===== src/include/ccu_pkg.sv =====
/*
 * ccu_pkg: register offsets, field layouts, reset values, mode codes and
 * carrier types of the capture/compare unit.
 * assumes: included before the unit; 8-bit register port with 3-bit address.
 */
package ccu_pkg;

    // ------------------------------------------------------------------
    // widths
    // ------------------------------------------------------------------
    localparam int ADDR_W  = 3;
    localparam int DATA_W  = 8;
    localparam int COUNT_W = 16;
    localparam int PRE_W   = 4;

    // ------------------------------------------------------------------
    // register offsets
    // ------------------------------------------------------------------
    localparam logic [ADDR_W-1:0] OFF_CTRL   = 3'h0; // channel_control_register
    localparam logic [ADDR_W-1:0] OFF_CCR_LO = 3'h1; // capture_compare_low_byte
    localparam logic [ADDR_W-1:0] OFF_CCR_HI = 3'h2; // capture_compare_high_byte
    localparam logic [ADDR_W-1:0] OFF_TSEL   = 3'h3; // pwm_timer_select
    localparam logic [ADDR_W-1:0] OFF_FLAG   = 3'h4; // channel_interrupt_flag
    localparam logic [ADDR_W-1:0] OFF_PORT   = 3'h5; // port latch, direction, compare latch

    // ------------------------------------------------------------------
    // field positions and reset values
    // ------------------------------------------------------------------
    localparam int FLAG_BIT    = 0;
    localparam int PORT_BIT    = 0;
    localparam int DIR_BIT     = 1;
    localparam int CMPL_BIT    = 2;
    localparam int MODE_W      = 4;
    localparam int TSEL_U1_LSB = 0; // unit1_timer_field
    localparam int TSEL_U2_LSB = 2; // unit2_timer_field
    localparam int TSEL_P3_LSB = 4; // pwm_ch3_timer_field
    localparam int TSEL_P4_LSB = 6; // pwm_ch4_timer_field
    localparam logic [DATA_W-1:0]  RST_CTRL = 8'h00;
    localparam logic [DATA_W-1:0]  RST_TSEL = 8'h00;
    localparam logic [COUNT_W-1:0] RST_CCR  = 16'h0000;
    localparam logic               RST_DIR  = 1'h1; // pin is an input after reset
    localparam logic [PRE_W-1:0]   PRE_MAX4  = 4'h3;
    localparam logic [PRE_W-1:0]   PRE_MAX16 = 4'hf;

    // ------------------------------------------------------------------
    // channel mode codes and time base codes
    // ------------------------------------------------------------------
    localparam logic [MODE_W-1:0] M_OFF    = 4'h0;
    localparam logic [MODE_W-1:0] M_TOGGLE = 4'h2;
    localparam logic [MODE_W-1:0] M_CAP_F  = 4'h4;
    localparam logic [MODE_W-1:0] M_CAP_R  = 4'h5;
    localparam logic [MODE_W-1:0] M_CAP_4  = 4'h6;
    localparam logic [MODE_W-1:0] M_CAP_16 = 4'h7;
    localparam logic [MODE_W-1:0] M_SET    = 4'h8;
    localparam logic [MODE_W-1:0] M_CLR    = 4'h9;
    localparam logic [MODE_W-1:0] M_SWI    = 4'ha;
    localparam logic [MODE_W-1:0] M_TRIG   = 4'hb;
    localparam logic [1:0]        PWM_TOP  = 2'h3; // modes 11xx are pwm

    typedef enum logic [1:0] {
        TB_A = 2'h0,
        TB_B = 2'h1,
        TB_C = 2'h2,
        TB_R = 2'h3
    } ccu_tbase_t;

    // ------------------------------------------------------------------
    // carrier types
    // ------------------------------------------------------------------
    typedef struct packed {
        logic [ADDR_W-1:0] addr;
        logic [DATA_W-1:0] wdata;
        logic              we;
        logic              re;
    } ccu_bus_req_t;

    typedef struct packed {
        logic a;
        logic b;
        logic c;
    } ccu_ptick_t;

endpackage


===== src/logic/ccu_unit.sv =====
/*
 * ccu_unit: one capture/compare channel with its pin logic, and the pwm
 * time base selection register for the four pwm channels.
 * assumes: the sixteen_bit_timer count arrives on clk; period timer match
 * pulses are one-cycle pulses on clk; the channel pin comes from outside.
 */
// Strobed register access and the register addresses were left to the implementer.
`timescale 1ns/1ps

// Notes on behaviour
// a qualifying pin event copies the whole 16-bit timer count into the pair
// mode picks capture on falling, rising, every 4th or 16th rising edge
// each capture sets the channel flag; only software clears it
// a new capture overwrites an unread captured value
// with the pin driven, a port write changing its level can capture
// prescaler counter clears when off, outside capture mode, and on reset
// switching between capture prescales keeps the counter; may false capture
// software should write zero to control before a new prescale
// software keeps interrupt enable low across mode change, then clears flag
// timer should run in timer or synchronized counter mode
// timer should not run from the system oscillator in these modes
// sleep blocks only compare matches here; capture runs in sleep on an external clock
// compare match toggles, sets, clears pin, triggers conversion, or interrupts
// every compare match sets the channel flag with its action
// writing zero to control forces compare latch low, port latch untouched
// software interrupt mode never drives the pin on a match
// software makes the pin an input to capture, an output to compare
// timer selection register holds four readable, writable 2-bit fields
// field codes 00, 01, 10 pick period timer a, b, c
// unit fields act only while that unit is in pwm mode
// trigger mode match resets the timer, starts enabled converter, no pin
// reserved selection code behaves like code 00
module ccu_unit
    import ccu_pkg::*;
(
    // clock and reset
    input  wire logic               clk,
    input  wire logic               rst,
    // register port
    input  wire ccu_bus_req_t       bus_req,
    output logic [DATA_W-1:0]       bus_rdata,
    // timer and system
    input  wire logic [COUNT_W-1:0] timer_count,
    input  wire logic               sleep,
    input  wire logic               conv_enabled,
    output logic                    timer_reset,
    output logic                    conv_start,
    // channel pin
    input  wire logic               pin_in,
    output logic                    pin_out,
    output logic                    pin_oe_n,
    // pwm time bases
    input  wire ccu_ptick_t         period_tick,
    input  wire logic               unit2_pwm_mode,
    output logic [3:0]              pwm_tick
);

    // ------------------------------------------------------------------
    // helpers
    // ------------------------------------------------------------------
    function automatic logic sel_tick(input logic [1:0] code, input ccu_ptick_t t);
        case (ccu_tbase_t'(code))
            TB_B:    sel_tick = t.b;
            TB_C:    sel_tick = t.c;
            default: sel_tick = t.a;
        endcase
    endfunction
    function automatic logic is_cap(input logic [MODE_W-1:0] m);
        is_cap = (m == M_CAP_F) || (m == M_CAP_R) || (m == M_CAP_4) || (m == M_CAP_16);
    endfunction

    // ------------------------------------------------------------------
    // state
    // ------------------------------------------------------------------
    logic [MODE_W-1:0]  mode_q;
    logic [DATA_W-1:0]  tsel_q;
    logic [COUNT_W-1:0] ccr_q;
    logic               flag_q;
    logic               port_q;
    logic               dir_q;
    logic               cmpl_q;
    logic               pin_out_q;
    logic [PRE_W-1:0]   pre_q;
    logic               sync1_q;
    logic               sync2_q;
    logic               sync3_q;
    logic               pin_lvl_q;
    logic               src_q;
    logic               match_q;
    logic [DATA_W-1:0]  rd_q;
    logic src;
    logic rise;
    logic fall;
    logic cap_mode;
    logic cmp_mode;
    logic cap_evt;
    logic match;
    logic match_evt;
    logic wr_ctrl;
    logic wr_lo;
    logic wr_hi;
    logic wr_flag;
    logic wr_port;
    logic pwm_mode;

    // ------------------------------------------------------------------
    // register decode
    // ------------------------------------------------------------------
    assign wr_ctrl = bus_req.we && (bus_req.addr == OFF_CTRL);
    assign wr_lo   = bus_req.we && (bus_req.addr == OFF_CCR_LO);
    assign wr_hi   = bus_req.we && (bus_req.addr == OFF_CCR_HI);
    assign wr_flag = bus_req.we && (bus_req.addr == OFF_FLAG);
    assign wr_port = bus_req.we && (bus_req.addr == OFF_PORT);
    // control register: mode field
    always_ff @(posedge clk or posedge rst) begin
        if (rst) begin
            mode_q <= RST_CTRL[MODE_W-1:0];
        end else if (wr_ctrl) begin
            mode_q <= bus_req.wdata[MODE_W-1:0];
        end
    end
    // timer selection register, all fields plain read/write
    always_ff @(posedge clk or posedge rst) begin
        if (rst) begin
            tsel_q <= RST_TSEL;
        end else if (bus_req.we && (bus_req.addr == OFF_TSEL)) begin
            tsel_q <= bus_req.wdata;
        end
    end
    // port data latch and direction bit
    always_ff @(posedge clk or posedge rst) begin
        if (rst) begin
            port_q <= 1'h0;
            dir_q  <= RST_DIR;
        end else if (wr_port) begin
            port_q <= bus_req.wdata[PORT_BIT];
            dir_q  <= bus_req.wdata[DIR_BIT];
        end
    end
    // read data, valid the cycle after the strobe only
    always_ff @(posedge clk or posedge rst) begin
        if (rst) begin
            rd_q <= '0;
        end else if (bus_req.re) begin
            case (bus_req.addr)
                OFF_CTRL:   rd_q <= {{(DATA_W-MODE_W){1'b0}}, mode_q};
                OFF_CCR_LO: rd_q <= ccr_q[DATA_W-1:0];
                OFF_CCR_HI: rd_q <= ccr_q[COUNT_W-1:DATA_W];
                OFF_TSEL:   rd_q <= tsel_q;
                OFF_FLAG:   rd_q <= {{(DATA_W-1){1'b0}}, flag_q};
                OFF_PORT:   rd_q <= {{(DATA_W-3){1'b0}}, cmpl_q, dir_q, port_q};
                default:    rd_q <= '0;
            endcase
        end else begin
            rd_q <= '0;
        end
    end
    assign bus_rdata = rd_q;

    // ------------------------------------------------------------------
    // pin input synchroniser and edge detect
    // ------------------------------------------------------------------
    always_ff @(posedge clk or posedge rst) begin
        if (rst) begin
            sync1_q   <= 1'h0;
            sync2_q   <= 1'h0;
            sync3_q   <= 1'h0;
            pin_lvl_q <= 1'h0;
        end else begin
            sync1_q <= pin_in;
            sync2_q <= sync1_q;
            sync3_q <= sync2_q;
            if (sync2_q == sync3_q) begin
                pin_lvl_q <= sync3_q;
            end
        end
    end

    // a driven pin sees its own output, so port writes can capture
    assign src = dir_q ? pin_lvl_q : pin_out_q;
    always_ff @(posedge clk or posedge rst) begin
        if (rst) begin
            src_q <= 1'h0;
        end else begin
            src_q <= src;
        end
    end
    assign rise = src && !src_q;
    assign fall = !src && src_q;
    // ------------------------------------------------------------------
    // capture
    // ------------------------------------------------------------------
    assign cap_mode = is_cap(mode_q);
    // prescale counter on rising edges; cleared on reset and outside capture modes only
    always_ff @(posedge clk or posedge rst) begin
        if (rst) begin
            pre_q <= '0;
        end else if (!cap_mode) begin
            pre_q <= '0;
        end else if (rise) begin
            pre_q <= pre_q + 1'b1;
        end
    end
    // event selection; capture keeps going in sleep
    always_comb begin
        case (mode_q)
            M_CAP_F:  cap_evt = fall;
            M_CAP_R:  cap_evt = rise;
            M_CAP_4:  cap_evt = rise && (pre_q[1:0] == PRE_MAX4[1:0]);
            M_CAP_16: cap_evt = rise && (pre_q == PRE_MAX16);
            default:  cap_evt = 1'b0;
        endcase
    end
    // capture/compare pair: capture beats a software write
    always_ff @(posedge clk or posedge rst) begin
        if (rst) begin
            ccr_q <= RST_CCR;
        end else if (cap_evt) begin
            ccr_q <= timer_count;
        end else begin
            if (wr_lo) begin
                ccr_q[DATA_W-1:0] <= bus_req.wdata;
            end
            if (wr_hi) begin
                ccr_q[COUNT_W-1:DATA_W] <= bus_req.wdata;
            end
        end
    end

    // ------------------------------------------------------------------
    // compare
    // ------------------------------------------------------------------
    assign cmp_mode  = (mode_q == M_TOGGLE) || (mode_q == M_SET) || (mode_q == M_CLR)
                    || (mode_q == M_SWI) || (mode_q == M_TRIG);
    assign match     = cmp_mode && !sleep && (ccr_q == timer_count);
    assign match_evt = match && !match_q;
    always_ff @(posedge clk or posedge rst) begin
        if (rst) begin
            match_q <= 1'h0;
        end else begin
            match_q <= match;
        end
    end
    // compare output latch
    always_ff @(posedge clk or posedge rst) begin
        if (rst) begin
            cmpl_q <= 1'h0;
        end else if (wr_ctrl && (bus_req.wdata == RST_CTRL)) begin
            cmpl_q <= 1'h0;
        end else if (match_evt) begin
            case (mode_q)
                M_TOGGLE: cmpl_q <= !cmpl_q;
                M_SET:    cmpl_q <= 1'h1;
                M_CLR:    cmpl_q <= 1'h0;
                default:  cmpl_q <= cmpl_q;
            endcase
        end
    end
    // conversion trigger and timer reset pulses
    always_ff @(posedge clk or posedge rst) begin
        if (rst) begin
            timer_reset <= 1'h0;
            conv_start  <= 1'h0;
        end else begin
            timer_reset <= match_evt && (mode_q == M_TRIG);
            conv_start  <= match_evt && (mode_q == M_TRIG) && conv_enabled;
        end
    end
    // pin drive: only toggle, set and clear modes hand the pin to the latch
    always_ff @(posedge clk or posedge rst) begin
        if (rst) begin
            pin_out_q <= 1'h0;
        end else if ((mode_q == M_TOGGLE) || (mode_q == M_SET) || (mode_q == M_CLR)) begin
            pin_out_q <= cmpl_q;
        end else begin
            pin_out_q <= port_q;
        end
    end
    assign pin_out  = pin_out_q;
    assign pin_oe_n = dir_q;
    // ------------------------------------------------------------------
    // channel interrupt flag: hardware set wins over software clear
    // ------------------------------------------------------------------
    always_ff @(posedge clk or posedge rst) begin
        if (rst) begin
            flag_q <= 1'h0;
        end else if (cap_evt || match_evt) begin
            flag_q <= 1'h1;
        end else if (wr_flag) begin
            flag_q <= bus_req.wdata[FLAG_BIT];
        end
    end
    // ------------------------------------------------------------------
    // pwm time base selection
    // ------------------------------------------------------------------
    assign pwm_mode = (mode_q[MODE_W-1:MODE_W-2] == PWM_TOP);
    always_comb begin
        pwm_tick[0] = pwm_mode && sel_tick(tsel_q[TSEL_U1_LSB +: 2], period_tick);
        pwm_tick[1] = unit2_pwm_mode && sel_tick(tsel_q[TSEL_U2_LSB +: 2], period_tick);
        pwm_tick[2] = sel_tick(tsel_q[TSEL_P3_LSB +: 2], period_tick);
        pwm_tick[3] = sel_tick(tsel_q[TSEL_P4_LSB +: 2], period_tick);
    end
endmodule


===== config.mk =====
export PLATFORM = sky130hd
export DESIGN_NAME = ccu_unit
export DESIGN_NICKNAME = d
export VERILOG_FILES = /design/src/include/ccu_pkg.sv /design/src/logic/ccu_unit.sv
export SDC_FILE = /design/constraint.sdc
export NUM_CORES = 1
export LEC_CHECK = 0
export BUFFER_PORTS_ARGS = -buffer_cell sky130_fd_sc_hd__buf_4
export CAP_MARGIN = 10
export CELL_PAD_IN_SITES_DETAIL_PLACEMENT = 0
export CELL_PAD_IN_SITES_GLOBAL_PLACEMENT = 1
export CORE_MARGIN = 3
export CORE_UTILIZATION = 49
export CTS_BUF_LIST = sky130_fd_sc_hd__clkbuf_8
export DETAILED_ROUTE_END_ITERATION = 16
export GPL_TIMING_DRIVEN = 1
export PLACE_DENSITY = 0.84
export SETUP_SLACK_MARGIN = 0.5
export SYNTH_ARGS = -nofsm -noshare
export SYNTH_HDL_FRONTEND = slang
export SYNTH_SLANG_ARGS = --single-unit

===== constraint.sdc =====
create_clock -name clk -period 4.4 [get_ports clk]
set_input_delay 0.88 -clock clk [delete_from_list [all_inputs] [get_ports clk]]
set_output_delay 0.88 -clock clk [all_outputs]
set_load 0.05 [all_outputs]

==> out/summary.txt, run 1 <==
Crit path time final: 2555 ps
Core area: 5709 um^2
WL/cell: 16.53 um
Placed inst area: 3438 um^2
DIE HEIGHT: 84.20 um
DRT Pass-1 Iters: 5
Area Overhead vs Synth: 19.87%
Slew @ Worst Pin: 707.8 ps
Final Wtd Congestion: 0.8209
Leak: 1.638 nW
CP max FO: 17
Worst-Skew Late Latency: 310 ps
Setup TNS Final: 0 ps
Final ANT Viol Nets: 0
Post-Syn Area per Cell: 11.39 um^2
Predominant post-synthesis flop cell: dfrtp_1
Largest net degree at the start of global routing: 54
Post_cts resized: 0
CTS tree: yes
Count leader, synth: dfrtp_1
Global-route wire length before repair: 10.87 mm
# rows: 27
Post-CTS setup buffer count: 0
Status: completed
Crit-path slowest cell: a21oi_4
Routed WL: 6.414 mm
Synth Register Bits: 53
Min-delay worst type: flop to flop
IO buf count: 53
Final Cycle Share: 0.5807
CP arrival: 2750 ps
DR iter-0 viols: 135
Unique masters post-synth: 42
Share of the synthesized area in the top cell type: 0.4342
Maximum clock path buffer count: 2
Layout cells sized above 1: 0.3766
Die ar.: 7090 um^2
Crit path kind: flop to flop
ANT cells: 0
Crit. End Element: flop
Initial antenna violation count: 0
DRC: 0
DR vias: 2109
Via density: 5.436
Number of I/O pins: 54
Slew Limit Fails: 0
Sequence of cells on the critical path: mux2_4 > or4b_4 > a21oi_4 > mux2_2
Post-cts hold buffer count: 0
Fin nets: 362
Post-synth ARST share: 1.000
F_max: 0.3914 GHz
Post-synth EDFFs: 0
Starting Density: 0.5249
Mapped Cells: 263
Cell area after synthesis: 2997 um^2
Design Area, Final: 3592 um^2
Yosys top cell by area: dfrtp_1
Mapped Nets: 310
Vias in the first global route: 2108
Die Wd: 84.20 um
CTS Root Buffer Type: clkbuf_8
CP max stage delay: 600 ps
H-tree Lvls: 2
Layout Skew: 8.505 ps
CTS Buf Count: 5
Clk sinks: 53
Synth warn: 0
# setup viols final: 0
Total GRT Usage: 0.1934
Slew headroom: 0.5271
Worst-path clk slew: 90 ps
Post-synth top cells: dfrtp_1 (52), mux2_2 (39), nor2_1 (17)
Post-DP HPWL: 4.903 mm
Worst VDD drop: 0.2816 mV
Pwr/cell area: 500.1 nW/um^2
Top cells by area, synth: dfrtp_1 (43%), mux2_2 (15%), mux2_4 (4.5%), xnor2_1 (3.8%), ha_1 (3.8%)
RSZ-0062 raised after global routing: no
Final hold vios: 0
Register area share after synthesis: 0.4430
Max Cap Violations: 0
Remaining global-route overflow: 0
Critical Path RT: 4590 ps
CP Launch Type: flop
-- state kept, by name, indices dropped and copies added, names as in the netlist, 4 cells and up --
name       count
ccr_q         16
bus_rdata      8
tsel_q         8
mode_q         4
pre_q          4
-- per-stage QoR --
step	instances	hold WS, ps	worst slack, ps	power [mW]	util
floorplan	263	331.2	1478	1.239	-
global placement	379	334.3	1710	1.402	0.6022
detailed placement	379	341.0	1661	1.420	0.6022
CTS	387	364.4	1816	1.808	0.6257
global route	388	378.5	1769	1.909	0.6292
finish	388	357.2	1845	1.796	0.6292
-- layer usage --
| metal | share of wire | track usage |
|---|---|---|
| met3 | 0.039 | 0.02944 |
| met5 | 0 | 0 |
| met2 | 0.45 | 0.2920 |
| met1 | 0.50 | 0.2900 |
| met4 | 0.0092 | 0.05409 |
-- critical path, delay by kind of cell, from the launching register on --
family | cells | cell delay (ps)
multiplexers | 2 | 730
AND/OR/NAND/NOR | 1 | 530
flip-flops | 1 | 580
AO/OA/AOI/OAI | 1 | 600
-- logic make-up after synthesis --
kind of cell,synth area share
mux,0.2309
xor+xnor,0.04969
simple gates,0.1244
buf+inv,0.03799
fa+ha+maj,0.04092
compound gates,0.07307
flops,0.4430
-- where the power goes --
| part | leakage [nW] | internal, mW | switching (mW) |
|---|---|---|---|
| sequential | 0.654 | 0.615 | 0.147 |
| clock | 0.0681 | 0.226 | 0.160 |
| combinational | 0.916 | 0.356 | 0.292 |
-- cell type report --
class / count / area (um^2)
Clock buffer: 5 / 68.82
Multi-Input combinational cell: 185 / 1555
Clock inverter: 3 / 65.06
Tap cell: 72 / 90.09
Sequential cell: 53 / 1328
Timing Repair Buffer: 56 / 432.9
Inverter: 14 / 52.55
Fill cell: 496 / 2117
-- final timing paths --
kind,startpoint,to,slack (ps),depth (start not counted)
max,pin_oe_n$_DFFE_PP1P_,ccr_q[7]$_DFFE_PP0P_,1850,4
min,sync1_q$_DFF_PP0_,sync2_q$_DFF_PP0_,360,0
max reg2reg,pin_oe_n$_DFFE_PP1P_,ccr_q[7]$_DFFE_PP0P_,1850,4
min reg2reg,sync1_q$_DFF_PP0_,sync2_q$_DFF_PP0_,360,0
max in group asynchronous,rst,pin_oe_n$_DFFE_PP1P_,3170,3
min in group asynchronous,rst,tsel_q[1]$_DFFE_PP0P_,610,2
-- cell usage in the layout (no fill, tap or decap), types with 5 or more instances in the layout --
cell type	synthesis	routed
a22oi_1	7	7
ha_1	9	9
nor2_1	17	17
inv_1	14	13
xnor2_1	13	13
nand2b_1	7	7
mux2_4	9	9
mux2_2	39	39
mux2i_1	5	5
nand2_1	13	13
clkbuf_8	0	5
buf_4	0	55
a21oi_1	5	5
dfrtp_1	52	52
nor2b_1	8	8
o21ai_0	8	8
Note: power is estimated with default switching activity, not from simulation.
==> inputs of run 2 (changes only) <==
CORE_UTILIZATION = 41   (was 49)
PLACE_DENSITY = 0.75   (was 0.84)
clock period = 2.2 ns   (was 4.4 ns; I/O delays follow)
==> out/summary.txt, run 2 (synthesized netlist as in run 1, its figures left out) <==
DRC: 0 (unchanged)
ANT cells: 0 (unchanged)
Worst-path clk slew: 100 ps (was 90 ps)
CTS Buf Count: 5 (unchanged)
Crit path time final: 2182 ps (was 2555 ps)
Total GRT Usage: 0.1783 (was 0.1934)
Tot Pwr: 3.807 mW (was 1.796 mW)
F_max: 0.4583 GHz (was 0.3914 GHz)
Die Wd: 91.49 um (was 84.20 um)
Critical Path RT: 2400 ps (was 4590 ps)
R2R cell count: 5 (was 4)
Number of flip-flops in the largest register: 16 (unchanged)
CP arrival: 2390 ps (was 2750 ps)
Hold Worst Slack: 190.6 ps (was 357.2 ps)
Worst R2R Setup Slack: 20 ps (was 1850 ps)
Most common cell after layout, fill and taps aside: buf_4 (unchanged)
Layout cells sized above 1: 0.4896 (was 0.3766)
Core area: 6944 um^2 (was 5709 um^2)
Most frequent cells in the layout: buf_4 (68), dfrtp_1 (50), mux2_2 (37) (was buf_4 (55), dfrtp_1 (52), mux2_2 (39))
WL/cell: 16.61 um (was 16.53 um)
Area Overhead vs Synth: 31.69% (was 19.87%)
Die ar.: 8370 um^2 (was 7090 um^2)
Final Wtd Congestion: 0.7551 (was 0.8209)
Vias in the first global route: 2251 (was 2108)
Remaining global-route overflow: 0 (unchanged)
RR Endpoint: ccr_q[12]$_DFFE_PP0P_ (was ccr_q[7]$_DFFE_PP0P_)
IO buf count: 53 (unchanged)
Global-route wire length before repair: 11.83 mm (was 10.87 mm)
Placed inst area: 3573 um^2 (was 3438 um^2)
DIE HEIGHT: 91.49 um (was 84.20 um)
Final Util: 0.5683 (was 0.6292)
RSZ-0062 raised after global routing: yes (was no)
Post-DP HPWL: 5.188 mm (was 4.903 mm)
CP Launch Type: flop (unchanged)
Status: completed (unchanged)
Max Cap Violations: 0 (unchanged)
Worst path bufs/invs: 1 (was 0)
DR vias: 2194 (was 2109)
# rows: 30 (was 27)
Final ANT Viol Nets: 0 (unchanged)
Starting Density: 0.4315 (was 0.5249)
Pre-CTS setup slack: 9.083 ps (was 1661 ps)
Slew headroom: 0.5978 (was 0.5271)
Final Cycle Share: 0.9918 (was 0.5807)
Worst-Skew Late Latency: 300 ps (was 310 ps)
Clk sinks: 53 (unchanged)
DR iter-0 viols: 52 (was 135)
Pwr/cell area: 964.8 nW/um^2 (was 500.1 nW/um^2)
H-tree Lvls: 2 (unchanged)
Setup TNS Final: 0 ps (unchanged)
CTS tree: yes (unchanged)
Routed WL: 7.161 mm (was 6.414 mm)
Crit. End Element: flop (unchanged)
Largest net degree at the start of global routing: 28 (was 54)
Design Area, Final: 3946 um^2 (was 3592 um^2)
Crit-path slowest cell: dfstp_2 (was a21oi_4)
Slew Limit Fails: 0 (unchanged)
Layout Skew: 13.81 ps (was 8.505 ps)
DRT Pass-1 Iters: 5 (unchanged)
Sequence of cells on the critical path: mux2_4 > or4b_4 > a21oi_4 > buf_12 > mux2_2 (was mux2_4 > or4b_4 > a21oi_4 > mux2_2)
CTS Root Buffer Type: clkbuf_8 (unchanged)
Initial antenna violation count: 0 (unchanged)
Leak: 1.744 nW (was 1.638 nW)
Fin nets: 381 (was 362)
Worst R2R Start: pin_oe_n$_DFFE_PP1P_ (unchanged)
Final hold vios: 0 (unchanged)
Min-delay worst type: primary input to asynchronous set/reset pin (was flop to flop)
Number of I/O pins: 54 (unchanged)
CP max FO: 17 (unchanged)
Biggest register: ccr_q (unchanged)
Cell family with the largest share of critical-path delay: multiplexers (unchanged)
Final cell count without fillers: 431 (was 388)
Slew @ Worst Pin: 602.0 ps (was 707.8 ps)
CP max stage delay: 550 ps (was 600 ps)
Placed cell count: 410 (was 379)
Maximum clock path buffer count: 2 (unchanged)
# setup viols final: 0 (unchanged)
Setup ws final: 18.13 ps (was 1845 ps)
Via density: 5.090 (was 5.436)
Crit path kind: flop to flop (unchanged)
Worst VDD drop: 0.5067 mV (was 0.2816 mV)
## run 2: report_power, final
part / leakage, nW / switching [mW] / total (mW) / internal (mW)
combinational: 1.03 / 0.710 / 1.61 / 0.903
clock: 0.0626 / 0.319 / 0.687 / 0.367
sequential: 0.652 / 0.276 / 1.51 / 1.23
total: 1.74 / 1.31 / 3.81 / 2.50
## run 2: repair_timing
item                                    CTS  global route
endpoints found under the hold margin     0             0
endpoints found under the setup margin   22            22
resized for setup                        22            15
hold buffers                              0             0
buffers inserted                         10             3
pin swaps                                 7             8
## run 2: worst max-delay path by stage
stage                         startpoint                    end  slack [ps]  cells past startpoint
global route        pin_oe_n$_DFFE_PP1P_   ccr_q[9]$_DFFE_PP0P_         -20                      5
floorplan           pin_oe_n$_DFFE_PP1P_   ccr_q[0]$_DFFE_PP0P_        -210                      5
global placement    pin_oe_n$_DFFE_PP1P_   ccr_q[8]$_DFFE_PP0P_          30                      5
CTS                 pin_oe_n$_DFFE_PP1P_  ccr_q[10]$_DFFE_PP0P_           2                      5
detailed placement  pin_oe_n$_DFFE_PP1P_  ccr_q[10]$_DFFE_PP0P_           9                      5
finish              pin_oe_n$_DFFE_PP1P_  ccr_q[12]$_DFFE_PP0P_          20                      5
## run 2: cell type report
type                    instances  area (um^2)
clock buffers                   6        82.58
flip-flops and latches         53         1330
multi-input cells             185         1714
repair buffers                 75        606.8
well taps                      96        120.1
clock inverters                 2        33.78
inverters                      14        58.81
fillers                       628         2998
## run 2: metal layers
metal / vias to the layer above / global-route usage / wire length, um
met3: 4 / 0.03314 / 286
met1: 1068 / 0.2580 / 3482
met4: 0 / 0.04523 / 53
met5: - / 0 / 0
met2: 52 / 0.2739 / 3339
li1: 1070 / - / -
